`config.mk`:
```
export PLATFORM = sky130hd
export DESIGN_NAME = gcdr_top
export DESIGN_NICKNAME = d
export VERILOG_FILES = /design/src/gcdr_pkg.sv /design/src/gcdr_top.sv /design/src/gcdr_sync.sv /design/src/gcdr_standstill.sv
export SDC_FILE = /design/constraint.sdc
export NUM_CORES = 1
export LEC_CHECK = 0
export BUFFER_PORTS_ARGS = -buffer_cell sky130_fd_sc_hd__buf_2
export CORE_ASPECT_RATIO = 0.5
export CORE_UTILIZATION = 33
export CTS_CLUSTER_DIAMETER = 100
export DETAILED_ROUTE_END_ITERATION = 16
export PLACE_DENSITY = 0.62
export SYNTH_ARGS = -nofsm -noshare
export SYNTH_HDL_FRONTEND = slang
export SYNTH_SLANG_ARGS = --single-unit
```
`constraint.sdc`:
```
create_clock -name core_clk -period 2.55 [get_ports core_clk]
set_clock_uncertainty 0.05 [all_clocks]
set_input_delay 0.51 -clock core_clk [delete_from_list [all_inputs] [get_ports core_clk]]
set_output_delay 0.51 -clock core_clk [all_outputs]
set_load 0.005 [all_outputs]
```
`src/gcdr_pkg.sv`:
```
// gcdr_pkg: register map, field positions and carriers for the global configuration block
// assumes a 32-bit classic wishbone slave port and a 100 MHz core clock
package gcdr_pkg;
  localparam int unsigned GCDR_CLK_MHZ = 100;
  localparam logic [7:0] GCDR_ADR_CFG = 8'h00;
  localparam logic [7:0] GCDR_ADR_EVT = 8'h04;
  localparam logic [7:0] GCDR_ADR_STAT = 8'h08;
  localparam int unsigned GCDR_CFG_W = 18;
  localparam int unsigned GCDR_B_RECAL = 0;
  localparam int unsigned GCDR_B_FASTSS = 1;
  localparam int unsigned GCDR_B_PWM = 2;
  localparam int unsigned GCDR_B_FILT = 3;
  localparam int unsigned GCDR_B_INV = 4;
  localparam int unsigned GCDR_B_A_FAULT = 5;
  localparam int unsigned GCDR_B_A_HEAT = 6;
  localparam int unsigned GCDR_B_A_STALL = 7;
  localparam int unsigned GCDR_B_B_STALL = 8;
  localparam int unsigned GCDR_B_B_ZERO = 9;
  localparam int unsigned GCDR_B_B_CHOP = 10;
  localparam int unsigned GCDR_B_B_SKIP = 11;
  localparam int unsigned GCDR_B_A_DRIVE = 12;
  localparam logic [17:0] GCDR_CFG_RST = 18'h00008;
  localparam int unsigned GCDR_SS_LONG_LOG2 = 20;
  localparam int unsigned GCDR_SS_SHORT_LOG2 = 18;
  localparam logic [20:0] GCDR_SS_LONG = 21'h100000;
  localparam logic [20:0] GCDR_SS_SHORT = 21'h040000;
  localparam int unsigned GCDR_SYNC_W = 12;

  // raw event inputs from the driver core, all same-clock except the pin
  typedef struct packed {
    logic overheat_flag;
    logic ground_short_flag;
    logic pump_undervoltage_flag;
    logic heat_warning;
    logic stall;
    logic table_zero;
    logic chopper_on;
    logic step_skipped;
    logic interrupt;
    logic pos_compare;
    logic step_pulse;
    logic dir;
    logic driver_enable_n;
    logic chopper_off_zero;
  } gcdr_evt_s;

  // configuration decoded for the driver core
  typedef struct packed {
    logic recalibrate;
    logic standstill;
    logic pwm_mode;
    logic step_filter;
    logic dir_out;
  } gcdr_ctl_s;
endpackage

```
`src/gcdr_top.sv`:
```
// gcdr_top: global configuration flags and routing of events to the two diagnostic outputs
// assumes classic wishbone master on core_clk; sequencer_bypass_pin is an asynchronous pin
//
// Behaviour
// - recalibrate zero crossing while driver is disabled
// - standstill timeout 2^18 or 2^20 clocks
// - enable voltage pwm; software switches at standstill
// - step filter enable, resets to one
// - invert motor direction
// - output a active on driver faults
// - output a active low during reset
// - output a active on heat warning
// - output a active on stall
// - no bypass: output a interrupt or step
// - output b active on stall
// - no bypass: output b compare or direction
// - output b active at table zero
// - output b active while chopper on
// - output b toggles per skipped step
// - configuration resets to 18'h00008, step filter only set
// - output a open drain low or push-pull high
`timescale 1ns/1ps
module gcdr_top #(
  parameter logic [20:0] SS_LONG_CNT = gcdr_pkg::GCDR_SS_LONG,
  parameter logic [20:0] SS_SHORT_CNT = gcdr_pkg::GCDR_SS_SHORT
) (
  input wire logic core_clk,
  input wire logic rstn,
  input wire logic ce,
  input wire logic wb_cyc_i,
  input wire logic wb_stb_i,
  input wire logic wb_we_i,
  input wire logic [7:0] wb_adr_i,
  input wire logic [3:0] wb_sel_i,
  input wire logic [31:0] wb_dat_i,
  output logic [31:0] wb_dat_o,
  output logic wb_ack_o,
  output logic wb_err_o,
  input wire logic sequencer_bypass_pin,
  input wire gcdr_pkg::gcdr_evt_s evt_i,
  output gcdr_pkg::gcdr_ctl_s ctl_o,
  output logic event_out_a_o,
  output logic event_out_a_oe,
  output logic event_out_b_o,
  output logic event_out_b_oe
);
  import gcdr_pkg::*;

  typedef struct packed {
    logic [GCDR_CFG_W-1:0] cfg;
    logic ack;
    logic err;
    logic [31:0] rdat;
    logic a_act;
    logic b_act;
    logic skip_tgl;
    logic step_tgl;
    logic in_reset;
    logic [20:0] ss_age;
  } gcdr_st_s;
  gcdr_st_s st_q, st_d;

  logic bypass;
  logic standstill;
  logic req;
  logic hit_cfg;
  logic hit_evt;
  logic hit_stat;
  logic [31:0] rd_mux;
  logic [20:0] ss_limit;

  //////////////////////////////////////////////////////////////////////////////
  gcdr_sync #(.W(1)) u_sync (
    .core_clk(core_clk),
    .rstn(rstn),
    .ce(ce),
    .async_in(sequencer_bypass_pin),
    .sync_out(bypass)
  );

  gcdr_standstill #(.LONG_CNT(SS_LONG_CNT), .SHORT_CNT(SS_SHORT_CNT)) u_ss (
    .core_clk(core_clk),
    .rstn(rstn),
    .ce(ce),
    .fast(st_q.cfg[GCDR_B_FASTSS]),
    .step_pulse(evt_i.step_pulse),
    .standstill(standstill)
  );

  //////////////////////////////////////////////////////////////////////////////
  assign req = wb_cyc_i && wb_stb_i && !st_q.ack && !st_q.err;
  // msb flags a write, decode ignores it
  assign hit_cfg = wb_adr_i[6:0] == GCDR_ADR_CFG[6:0];
  assign hit_evt = wb_adr_i[6:0] == GCDR_ADR_EVT[6:0];
  assign hit_stat = wb_adr_i[6:0] == GCDR_ADR_STAT[6:0];

  always_comb begin
    rd_mux = '0;
    if (hit_cfg) begin
      rd_mux = {14'h0000, st_q.cfg};
    end else if (hit_evt) begin
      rd_mux = {30'h00000000, st_q.b_act, st_q.a_act};
    end else if (hit_stat) begin
      rd_mux = {29'h00000000, st_q.skip_tgl, standstill, bypass};
    end
  end

  always_comb begin
    logic a_hit;
    logic b_hit;
    logic [GCDR_CFG_W-1:0] c;
    a_hit = 1'b0;
    b_hit = 1'b0;
    c = st_q.cfg;
    st_d = st_q;
    if (ce) begin
      st_d.in_reset = 1'b0;
      st_d.ack = req && (hit_cfg || hit_evt || hit_stat);
      st_d.err = req && !(hit_cfg || hit_evt || hit_stat);
      if (req) begin
        st_d.rdat = rd_mux;
      end
      if (req && wb_we_i && hit_cfg) begin
        if (wb_sel_i[0]) begin
          st_d.cfg[7:0] = wb_dat_i[7:0];
        end
        if (wb_sel_i[1]) begin
          st_d.cfg[15:8] = wb_dat_i[15:8];
        end
        if (wb_sel_i[2]) begin
          st_d.cfg[17:16] = wb_dat_i[17:16];
        end
      end
      if (evt_i.step_skipped) begin
        st_d.skip_tgl = !st_q.skip_tgl;
      end
      if (evt_i.step_pulse) begin
        st_d.step_tgl = !st_q.step_tgl;
      end
      // age since last step, for the timeout check
      if (evt_i.step_pulse) begin
        st_d.ss_age = '0;
      end else if (st_q.ss_age != 21'h1fffff) begin
        st_d.ss_age = st_q.ss_age + 21'h000001;
      end
      if (bypass) begin
        a_hit = a_hit || (c[GCDR_B_A_FAULT] &&
          (evt_i.overheat_flag || evt_i.ground_short_flag || evt_i.pump_undervoltage_flag));
        a_hit = a_hit || (c[GCDR_B_A_HEAT] && evt_i.heat_warning);
        a_hit = a_hit || (c[GCDR_B_A_STALL] && evt_i.stall);
        b_hit = b_hit || (c[GCDR_B_B_STALL] && evt_i.stall);
        b_hit = b_hit || (c[GCDR_B_B_ZERO] && evt_i.table_zero);
        b_hit = b_hit || (c[GCDR_B_B_CHOP] && evt_i.chopper_on);
        b_hit = b_hit || (c[GCDR_B_B_SKIP] && st_d.skip_tgl);
      end else begin
        a_hit = c[GCDR_B_A_STALL] ? st_d.step_tgl : evt_i.interrupt;
        b_hit = c[GCDR_B_B_STALL] ? (evt_i.dir ^ c[GCDR_B_INV]) : evt_i.pos_compare;
      end
      st_d.a_act = a_hit;
      st_d.b_act = b_hit;
    end
  end

  always_ff @(posedge core_clk) begin
    if (!rstn) begin
      st_q <= '0;
      st_q.cfg <= GCDR_CFG_RST;
      st_q.in_reset <= 1'b1;
    end else begin
      st_q <= st_d;
    end
  end

  //////////////////////////////////////////////////////////////////////////////
  assign wb_ack_o = st_q.ack;
  assign wb_err_o = st_q.err;
  assign wb_dat_o = st_q.ack ? st_q.rdat : 32'h00000000;

  assign ctl_o.recalibrate = st_q.cfg[GCDR_B_RECAL] && (evt_i.driver_enable_n || evt_i.chopper_off_zero);
  assign ctl_o.standstill = standstill;
  assign ss_limit = st_q.cfg[GCDR_B_FASTSS] ? SS_SHORT_CNT : SS_LONG_CNT;
  assign ctl_o.pwm_mode = st_q.cfg[GCDR_B_PWM];
  assign ctl_o.step_filter = st_q.cfg[GCDR_B_FILT];
  assign ctl_o.dir_out = evt_i.dir ^ st_q.cfg[GCDR_B_INV];

  always_comb begin
    if (!rstn || st_q.in_reset) begin
      event_out_a_o = 1'b0;
      event_out_a_oe = 1'b1;
    end else if (st_q.cfg[GCDR_B_A_DRIVE]) begin
      event_out_a_o = st_q.a_act;
      event_out_a_oe = 1'b1;
    end else begin
      event_out_a_o = 1'b0;
      event_out_a_oe = st_q.a_act;
    end
  end
  assign event_out_b_o = st_q.b_act;
  assign event_out_b_oe = 1'b1;

  //////////////////////////////////////////////////////////////////////////////
  cfg_reset_a: assert property (@(posedge core_clk) !rstn |=> st_q.cfg == GCDR_CFG_RST)
    else $error("config not at reset value");
  out_a_reset_a: assert property (@(posedge core_clk) !rstn |-> event_out_a_oe && !event_out_a_o)
    else $error("output a not low in reset");
  fault_route_a: assert property (@(posedge core_clk) disable iff (!rstn)
    ce && bypass && st_q.cfg[GCDR_B_A_FAULT] && evt_i.overheat_flag |=> st_q.a_act)
    else $error("fault not routed to a");
  heat_route_a: assert property (@(posedge core_clk) disable iff (!rstn)
    ce && bypass && st_q.cfg[GCDR_B_A_HEAT] && evt_i.heat_warning |=> st_q.a_act)
    else $error("heat warning not routed");
  stall_b_a: assert property (@(posedge core_clk) disable iff (!rstn)
    ce && bypass && st_q.cfg[GCDR_B_B_STALL] && evt_i.stall |=> st_q.b_act)
    else $error("stall not routed to b");
  irq_route_a: assert property (@(posedge core_clk) disable iff (!rstn)
    ce && !bypass && !st_q.cfg[GCDR_B_A_STALL] |=> st_q.a_act == $past(evt_i.interrupt))
    else $error("interrupt not routed");
  cmp_route_a: assert property (@(posedge core_clk) disable iff (!rstn)
    ce && !bypass && !st_q.cfg[GCDR_B_B_STALL] |=> st_q.b_act == $past(evt_i.pos_compare))
    else $error("compare not routed");
  idle_quiet_a: assert property (@(posedge core_clk) disable iff (!rstn)
    ce && bypass && st_q.cfg[11:5] == 7'h00 |=> !st_q.a_act && !st_q.b_act)
    else $error("output active with no source");
  opendrain_a: assert property (@(posedge core_clk) disable iff (!rstn)
    !st_q.in_reset && !st_q.cfg[GCDR_B_A_DRIVE] |-> !event_out_a_o && event_out_a_oe == st_q.a_act)
    else $error("open drain form wrong");
  wb_ack_a: assert property (@(posedge core_clk) disable iff (!rstn)
    ce && req |=> wb_ack_o || wb_err_o ##1 !wb_ack_o)
    else $error("bus answer not one cycle");
  recal_a: assert property (@(posedge core_clk) disable iff (!rstn)
    st_q.cfg[GCDR_B_RECAL] && evt_i.driver_enable_n |-> ctl_o.recalibrate)
    else $error("no recalibration when disabled");
  stall_route_a: assert property (@(posedge core_clk) disable iff (!rstn)
    ce && bypass && st_q.cfg[GCDR_B_A_STALL] && evt_i.stall |=> st_q.a_act)
    else $error("stall not routed to a");
  fault_any_a: assert property (@(posedge core_clk) disable iff (!rstn)
    ce && bypass && st_q.cfg[GCDR_B_A_FAULT] && (evt_i.ground_short_flag || evt_i.pump_undervoltage_flag)
    |=> st_q.a_act)
    else $error("short or pump fault not routed");
  zero_route_a: assert property (@(posedge core_clk) disable iff (!rstn)
    ce && bypass && st_q.cfg[GCDR_B_B_ZERO] && evt_i.table_zero |=> st_q.b_act)
    else $error("table zero not routed");
  chop_route_a: assert property (@(posedge core_clk) disable iff (!rstn)
    ce && bypass && st_q.cfg[GCDR_B_B_CHOP] && evt_i.chopper_on |=> st_q.b_act)
    else $error("chopper on not routed");
  skip_flip_a: assert property (@(posedge core_clk) disable iff (!rstn)
    ce && evt_i.step_skipped |=> st_q.skip_tgl != $past(st_q.skip_tgl))
    else $error("skip toggle did not flip");
  skip_route_a: assert property (@(posedge core_clk) disable iff (!rstn)
    ce && bypass && st_q.cfg[GCDR_B_B_SKIP] && st_q.cfg[10:8] == 3'h0 |=> st_q.b_act == st_q.skip_tgl)
    else $error("skip toggle not routed");
  step_flip_a: assert property (@(posedge core_clk) disable iff (!rstn)
    ce && !bypass && st_q.cfg[GCDR_B_A_STALL] && evt_i.step_pulse |=> st_q.a_act != $past(st_q.step_tgl))
    else $error("step output did not toggle");
  dir_route_a: assert property (@(posedge core_clk) disable iff (!rstn)
    ce && !bypass && st_q.cfg[GCDR_B_B_STALL]
    |=> st_q.b_act == ($past(evt_i.dir) ^ $past(st_q.cfg[GCDR_B_INV])))
    else $error("direction not routed");
  pushpull_a: assert property (@(posedge core_clk) disable iff (!rstn)
    !st_q.in_reset && st_q.cfg[GCDR_B_A_DRIVE] |-> event_out_a_oe && event_out_a_o == st_q.a_act)
    else $error("push-pull form wrong");
  cfg_hold_a: assert property (@(posedge core_clk) disable iff (!rstn)
    !(ce && req && wb_we_i && hit_cfg) |=> $stable(st_q.cfg))
    else $error("config changed without write");
  ss_reach_a: assert property (@(posedge core_clk) disable iff (!rstn)
    ce && !evt_i.step_pulse && st_q.ss_age >= ss_limit - 21'h000001 |=> standstill)
    else $error("standstill not reached in time");
  ss_clear_a: assert property (@(posedge core_clk) disable iff (!rstn)
    ce && evt_i.step_pulse |=> !standstill)
    else $error("standstill kept after step");

  cfg_write_c: cover property (@(posedge core_clk) req && wb_we_i && hit_cfg);
  step_mode_c: cover property (@(posedge core_clk) !bypass && st_q.cfg[GCDR_B_A_STALL] && evt_i.step_pulse);
  skip_tgl_c: cover property (@(posedge core_clk) bypass && st_q.cfg[GCDR_B_B_SKIP] && evt_i.step_skipped);
  standstill_c: cover property (@(posedge core_clk) $rose(standstill));
  dir_mode_c: cover property (@(posedge core_clk) !bypass && st_q.cfg[GCDR_B_B_STALL] && evt_i.dir);
endmodule // gcdr_top

```
`src/gcdr_sync.sv`:
```
// gcdr_sync: two-flop synchroniser for a vector of pin levels
// assumes inputs arrive asynchronous to core_clk
`timescale 1ns/1ps
module gcdr_sync #(
  parameter int unsigned W = 1
) (
  input wire logic core_clk,
  input wire logic rstn,
  input wire logic ce,
  input wire logic [W-1:0] async_in,
  output logic [W-1:0] sync_out
);
  typedef struct packed {
    logic [W-1:0] meta;
    logic [W-1:0] sync;
  } gcdr_sync_s;
  gcdr_sync_s st_q, st_d;

  always_comb begin
    st_d = st_q;
    if (ce) begin
      st_d.meta = async_in;
      st_d.sync = st_q.meta;
    end
  end

  always_ff @(posedge core_clk) begin
    if (!rstn) begin
      st_q <= '0;
    end else begin
      st_q <= st_d;
    end
  end

  assign sync_out = st_q.sync;
endmodule // gcdr_sync

```
`src/gcdr_standstill.sv`:
```
// gcdr_standstill: counts clocks since the last executed step
// assumes step_pulse is one cycle per executed step, same clock
`timescale 1ns/1ps
module gcdr_standstill #(
  parameter logic [20:0] LONG_CNT = gcdr_pkg::GCDR_SS_LONG,
  parameter logic [20:0] SHORT_CNT = gcdr_pkg::GCDR_SS_SHORT
) (
  input wire logic core_clk,
  input wire logic rstn,
  input wire logic ce,
  input wire logic fast,
  input wire logic step_pulse,
  output logic standstill
);
  import gcdr_pkg::*;
  typedef struct packed {
    logic [20:0] cnt;
    logic still;
  } gcdr_ss_s;
  gcdr_ss_s st_q, st_d;
  logic [20:0] limit;

  assign limit = fast ? SHORT_CNT : LONG_CNT;

  always_comb begin
    st_d = st_q;
    if (ce) begin
      if (step_pulse) begin
        st_d.cnt = '0;
        st_d.still = 1'b0;
      end else if (st_q.cnt >= limit - 21'h000001) begin
        st_d.still = 1'b1;
      end else begin
        st_d.cnt = st_q.cnt + 21'h000001;
      end
    end
  end

  always_ff @(posedge core_clk) begin
    if (!rstn) begin
      st_q <= '0;
    end else begin
      st_q <= st_d;
    end
  end

  assign standstill = st_q.still;
endmodule // gcdr_standstill

```
==> flow_metrics.tcl <==
set metrics [dict create \
    cpMaxStageDelayCell "or4_1" \
    hold_viol_final 0 \
    clk_pin_slew_worst_paths_ps 50 \
    grt-ovfl-total 0 \
    gp_congestion 0.774 \
    initial_utilization_pct 34.7 \
    synth_largest_area_cell "dfxtp_1" \
    routed_wl_mm 7.80 \
    netlist_top_cells_count "67 x dfxtp_1, 43 x nand2_1, 30 x nor2_1" \
    rsz0062_at_grt "false" \
    dieArea_mm2 0.0106 \
    drc_errors 0 \
    dr_wl_met2_mm 3.46 \
    io_pins 108 \
    crit_cells 6 \
    relSlewSlack_pct 56.6 \
    synth_area_leaders "dfxtp_1 40%, nand2_1 4.8%, buf_4 4.5%" \
    status "complete, no violations" \
    grt_pass1_wl_mm 12.6 \
    cts_tree "built" \
    grt_max_degree 60 \
    top_layer "met4" \
    synth_cells 391 \
    yosys.cell_count.top_type "dfxtp_1" \
    cpPeakStageDelay_ps 420 \
    syn_to_final_growth_pct 23.0 \
    critical_path_arrival_ps 2420 \
    vias_per_cell 4.77 \
    final.min_clock_period_ps 2210 \
    io_buffers 76 \
    hold_buffers 0 \
    vias 2878 \
    yosysWarnings 0 \
    crit_fanout 10 \
    grt_pass1_vias 2631 \
    synth_top_area_share_pct 40.1 \
    clockBufferDepth 2 \
    required_ps 2760 \
    criticalPathCategory "flop to flop" \
    r2r_cells 6 \
    wl_met3_um 452 \
    cts_resized 0 \
    synthFlopType "dfxtp_1" \
    cp_top_family "compound AO/OA/AOI/OAI gates" \
    cp-start-kind "flop" \
    leakage_nw 1.69 \
    insertion_delay_ps 330 \
    crit_start "u_ss.st_q[20]" \
    synth_edf_count 0 \
    die_y_um 73.1 \
    fin_util_pct 42.6 \
    ys_seq_elements 67 \
    cp-end-kind "flop" \
    fin_nets 531 \
    p_per_area_mw_per_mm2 618 \
    finalSetupViolations 0 \
    fmax_mhz 451 \
    cts.sinks 67 \
    hold_class "input pin to flop" \
    antenna_left 0 \
    clockRootBuffer "clkbuf_16" \
    grt_antenna_before_repair 0 \
    whs_path_depth 3 \
    tritoncts.num_buffers 9 \
    wl_per_cell_um 12.9 \
    worst-path-buf-inv 0 \
    worstPathCellList "ha_1 -> a211oi_2 -> nand2_2 -> a21o_1 -> or4_1 -> a21oi_1" \
    drive_above_1_share_pct 25.2 \
    drt_iter0_drc 160 \
    fp.dieW_um 144 \
    synth_cell_types 54 \
    wl_met1_mm 3.81 \
    dp_hpwl_mm 5.67 \
    peakVddDrop_uv 383 \
    syn_area_mm2 0.00334 \
    slew_viol_final 0 \
    regToRegStartpoint "u_ss.st_q[20]" \
    hold_start "wb_dat_i[3]" \
    tightest_slew_ps 642 \
    max-cap-violations 0 \
    first_pass_iters 4 \
    antennaDiodeCount 0 \
    core_area_mm2 0.00963 \
    final.setup.tns_ps 0 \
    htreeDepth 3 \
    syn_area_per_cell_um2 8.54 \
    ys_seq_area_share_pct 40.1 \
    grtUsageTotal_pct 15.6 \
    rows 25 \
    postCtsSetupBuffers 0 \
    fin_crit_sh_pct 86.9 \
    ys_async_sr_fraction_pct 0 \
]
## cell type report
class	instances	area, um^2
flip-flops and latches	67	1340
well taps	135	169
multi-input cells	292	1790
repair buffers	87	463
clock buffers	10	229
clock inverters	6	90.1
inverters	6	22.5
fillers	995	5530
## state kept, by name, summed over array words and instances (netlist names)
signal,count
st_q,38
u_ss.st_q,21
ctl_o,2
event_out_b_o,1
u_ss.standstill,1
u_sync.st_q,1
u_sync.sync_out,1
wb_ack_o,1
wb_err_o,1
## per-layer routing
layer / global-route usage (%) / vias up
li1: - / 1496
met1: 19.7 / 1323
met2: 25.3 / 53
met3: 5.31 / 6
met4: 5.03 / 0
met5: 0 / -
## worst paths after layout
| check | endpoint | slack, ps |
|---|---|---|
| worst max-delay path | u_ss.st_q[7] | 340 |
| worst min-delay path | ctl_o[1] | 340 |
| worst max register to register | u_ss.st_q[7] | 340 |
| worst min register to register | st_q[27] | 410 |
## cell families (layout without fill, tap and decap cells)
logic type	Yosys count	count (layout)	synth area share (%)
AO/OA/AOI/OAI	73	73	15.5
XOR/XNOR	14	14	3.67
adder cells (fa/ha/maj)	3	3	1.12
buffers and inverters	45	109	7.64
flip-flops	67	67	40.1
multiplexers	10	10	3.00
other	2	15	0.225
AND/OR/NAND/NOR	177	177	28.7
## power breakdown
group	switching, mW	internal, mW	total (mW)	leakage [nW]
sequential	0.00851	1.06	1.07	0.541
combinational	0.0843	0.0656	0.150	0.994
clock	0.466	0.857	1.32	0.153
total	0.559	1.98	2.54	1.69
## worst min-delay path: stages
cell and delay, ps:
buf_2 70, mux2i_1 50, nand2_1 50
## cell usage in the layout, fill, tap and decap left out, types with 2 or more instances in the layout
cell        n
nor4b_1     2
ha_1        3
nor2_1     30
clkbuf_16   9
xnor2_1    13
conb_1     15
and2_1     23
a21oi_1    12
a21o_1      2
o2bb2ai_1   2
or4_1       5
o211ai_1    4
mux2i_1    10
buf_4      11
bufinv_16   2
o21ai_0    11
a31o_2      9
o31ai_1     3
inv_1       6
a21boi_0    3
nand3_1    17
o21a_1      2
nor4_1      6
nand4_1     8
and4_1      3
buf_2      76
nor2b_1    21
dfxtp_1    67
nor3b_1     2
or3_1       3
clkinv_4    2
a31oi_1     2
nand2_1    43
a22oi_1    17
nor3_1      2
## stage by stage
| stage | total power, mW | instance area, um^2 | hold slack, ps | setup WS (ps) | std cells |
|---|---|---|---|---|---|
| global placement | 1.24 | 3790 | 399 | 385 | 587 |
| detailed placement | 1.24 | 3790 | 405 | 360 | 587 |
| CTS | 2.57 | 4110 | 325 | 336 | 603 |
| global route | 2.63 | 4110 | 347 | 181 | 603 |
| floorplan | 1.18 | 3390 | 386 | 516 | 404 |
| finish | 2.54 | 4110 | 337 | 335 | 603 |
Note: power is estimated with default switching activity, not from simulation.
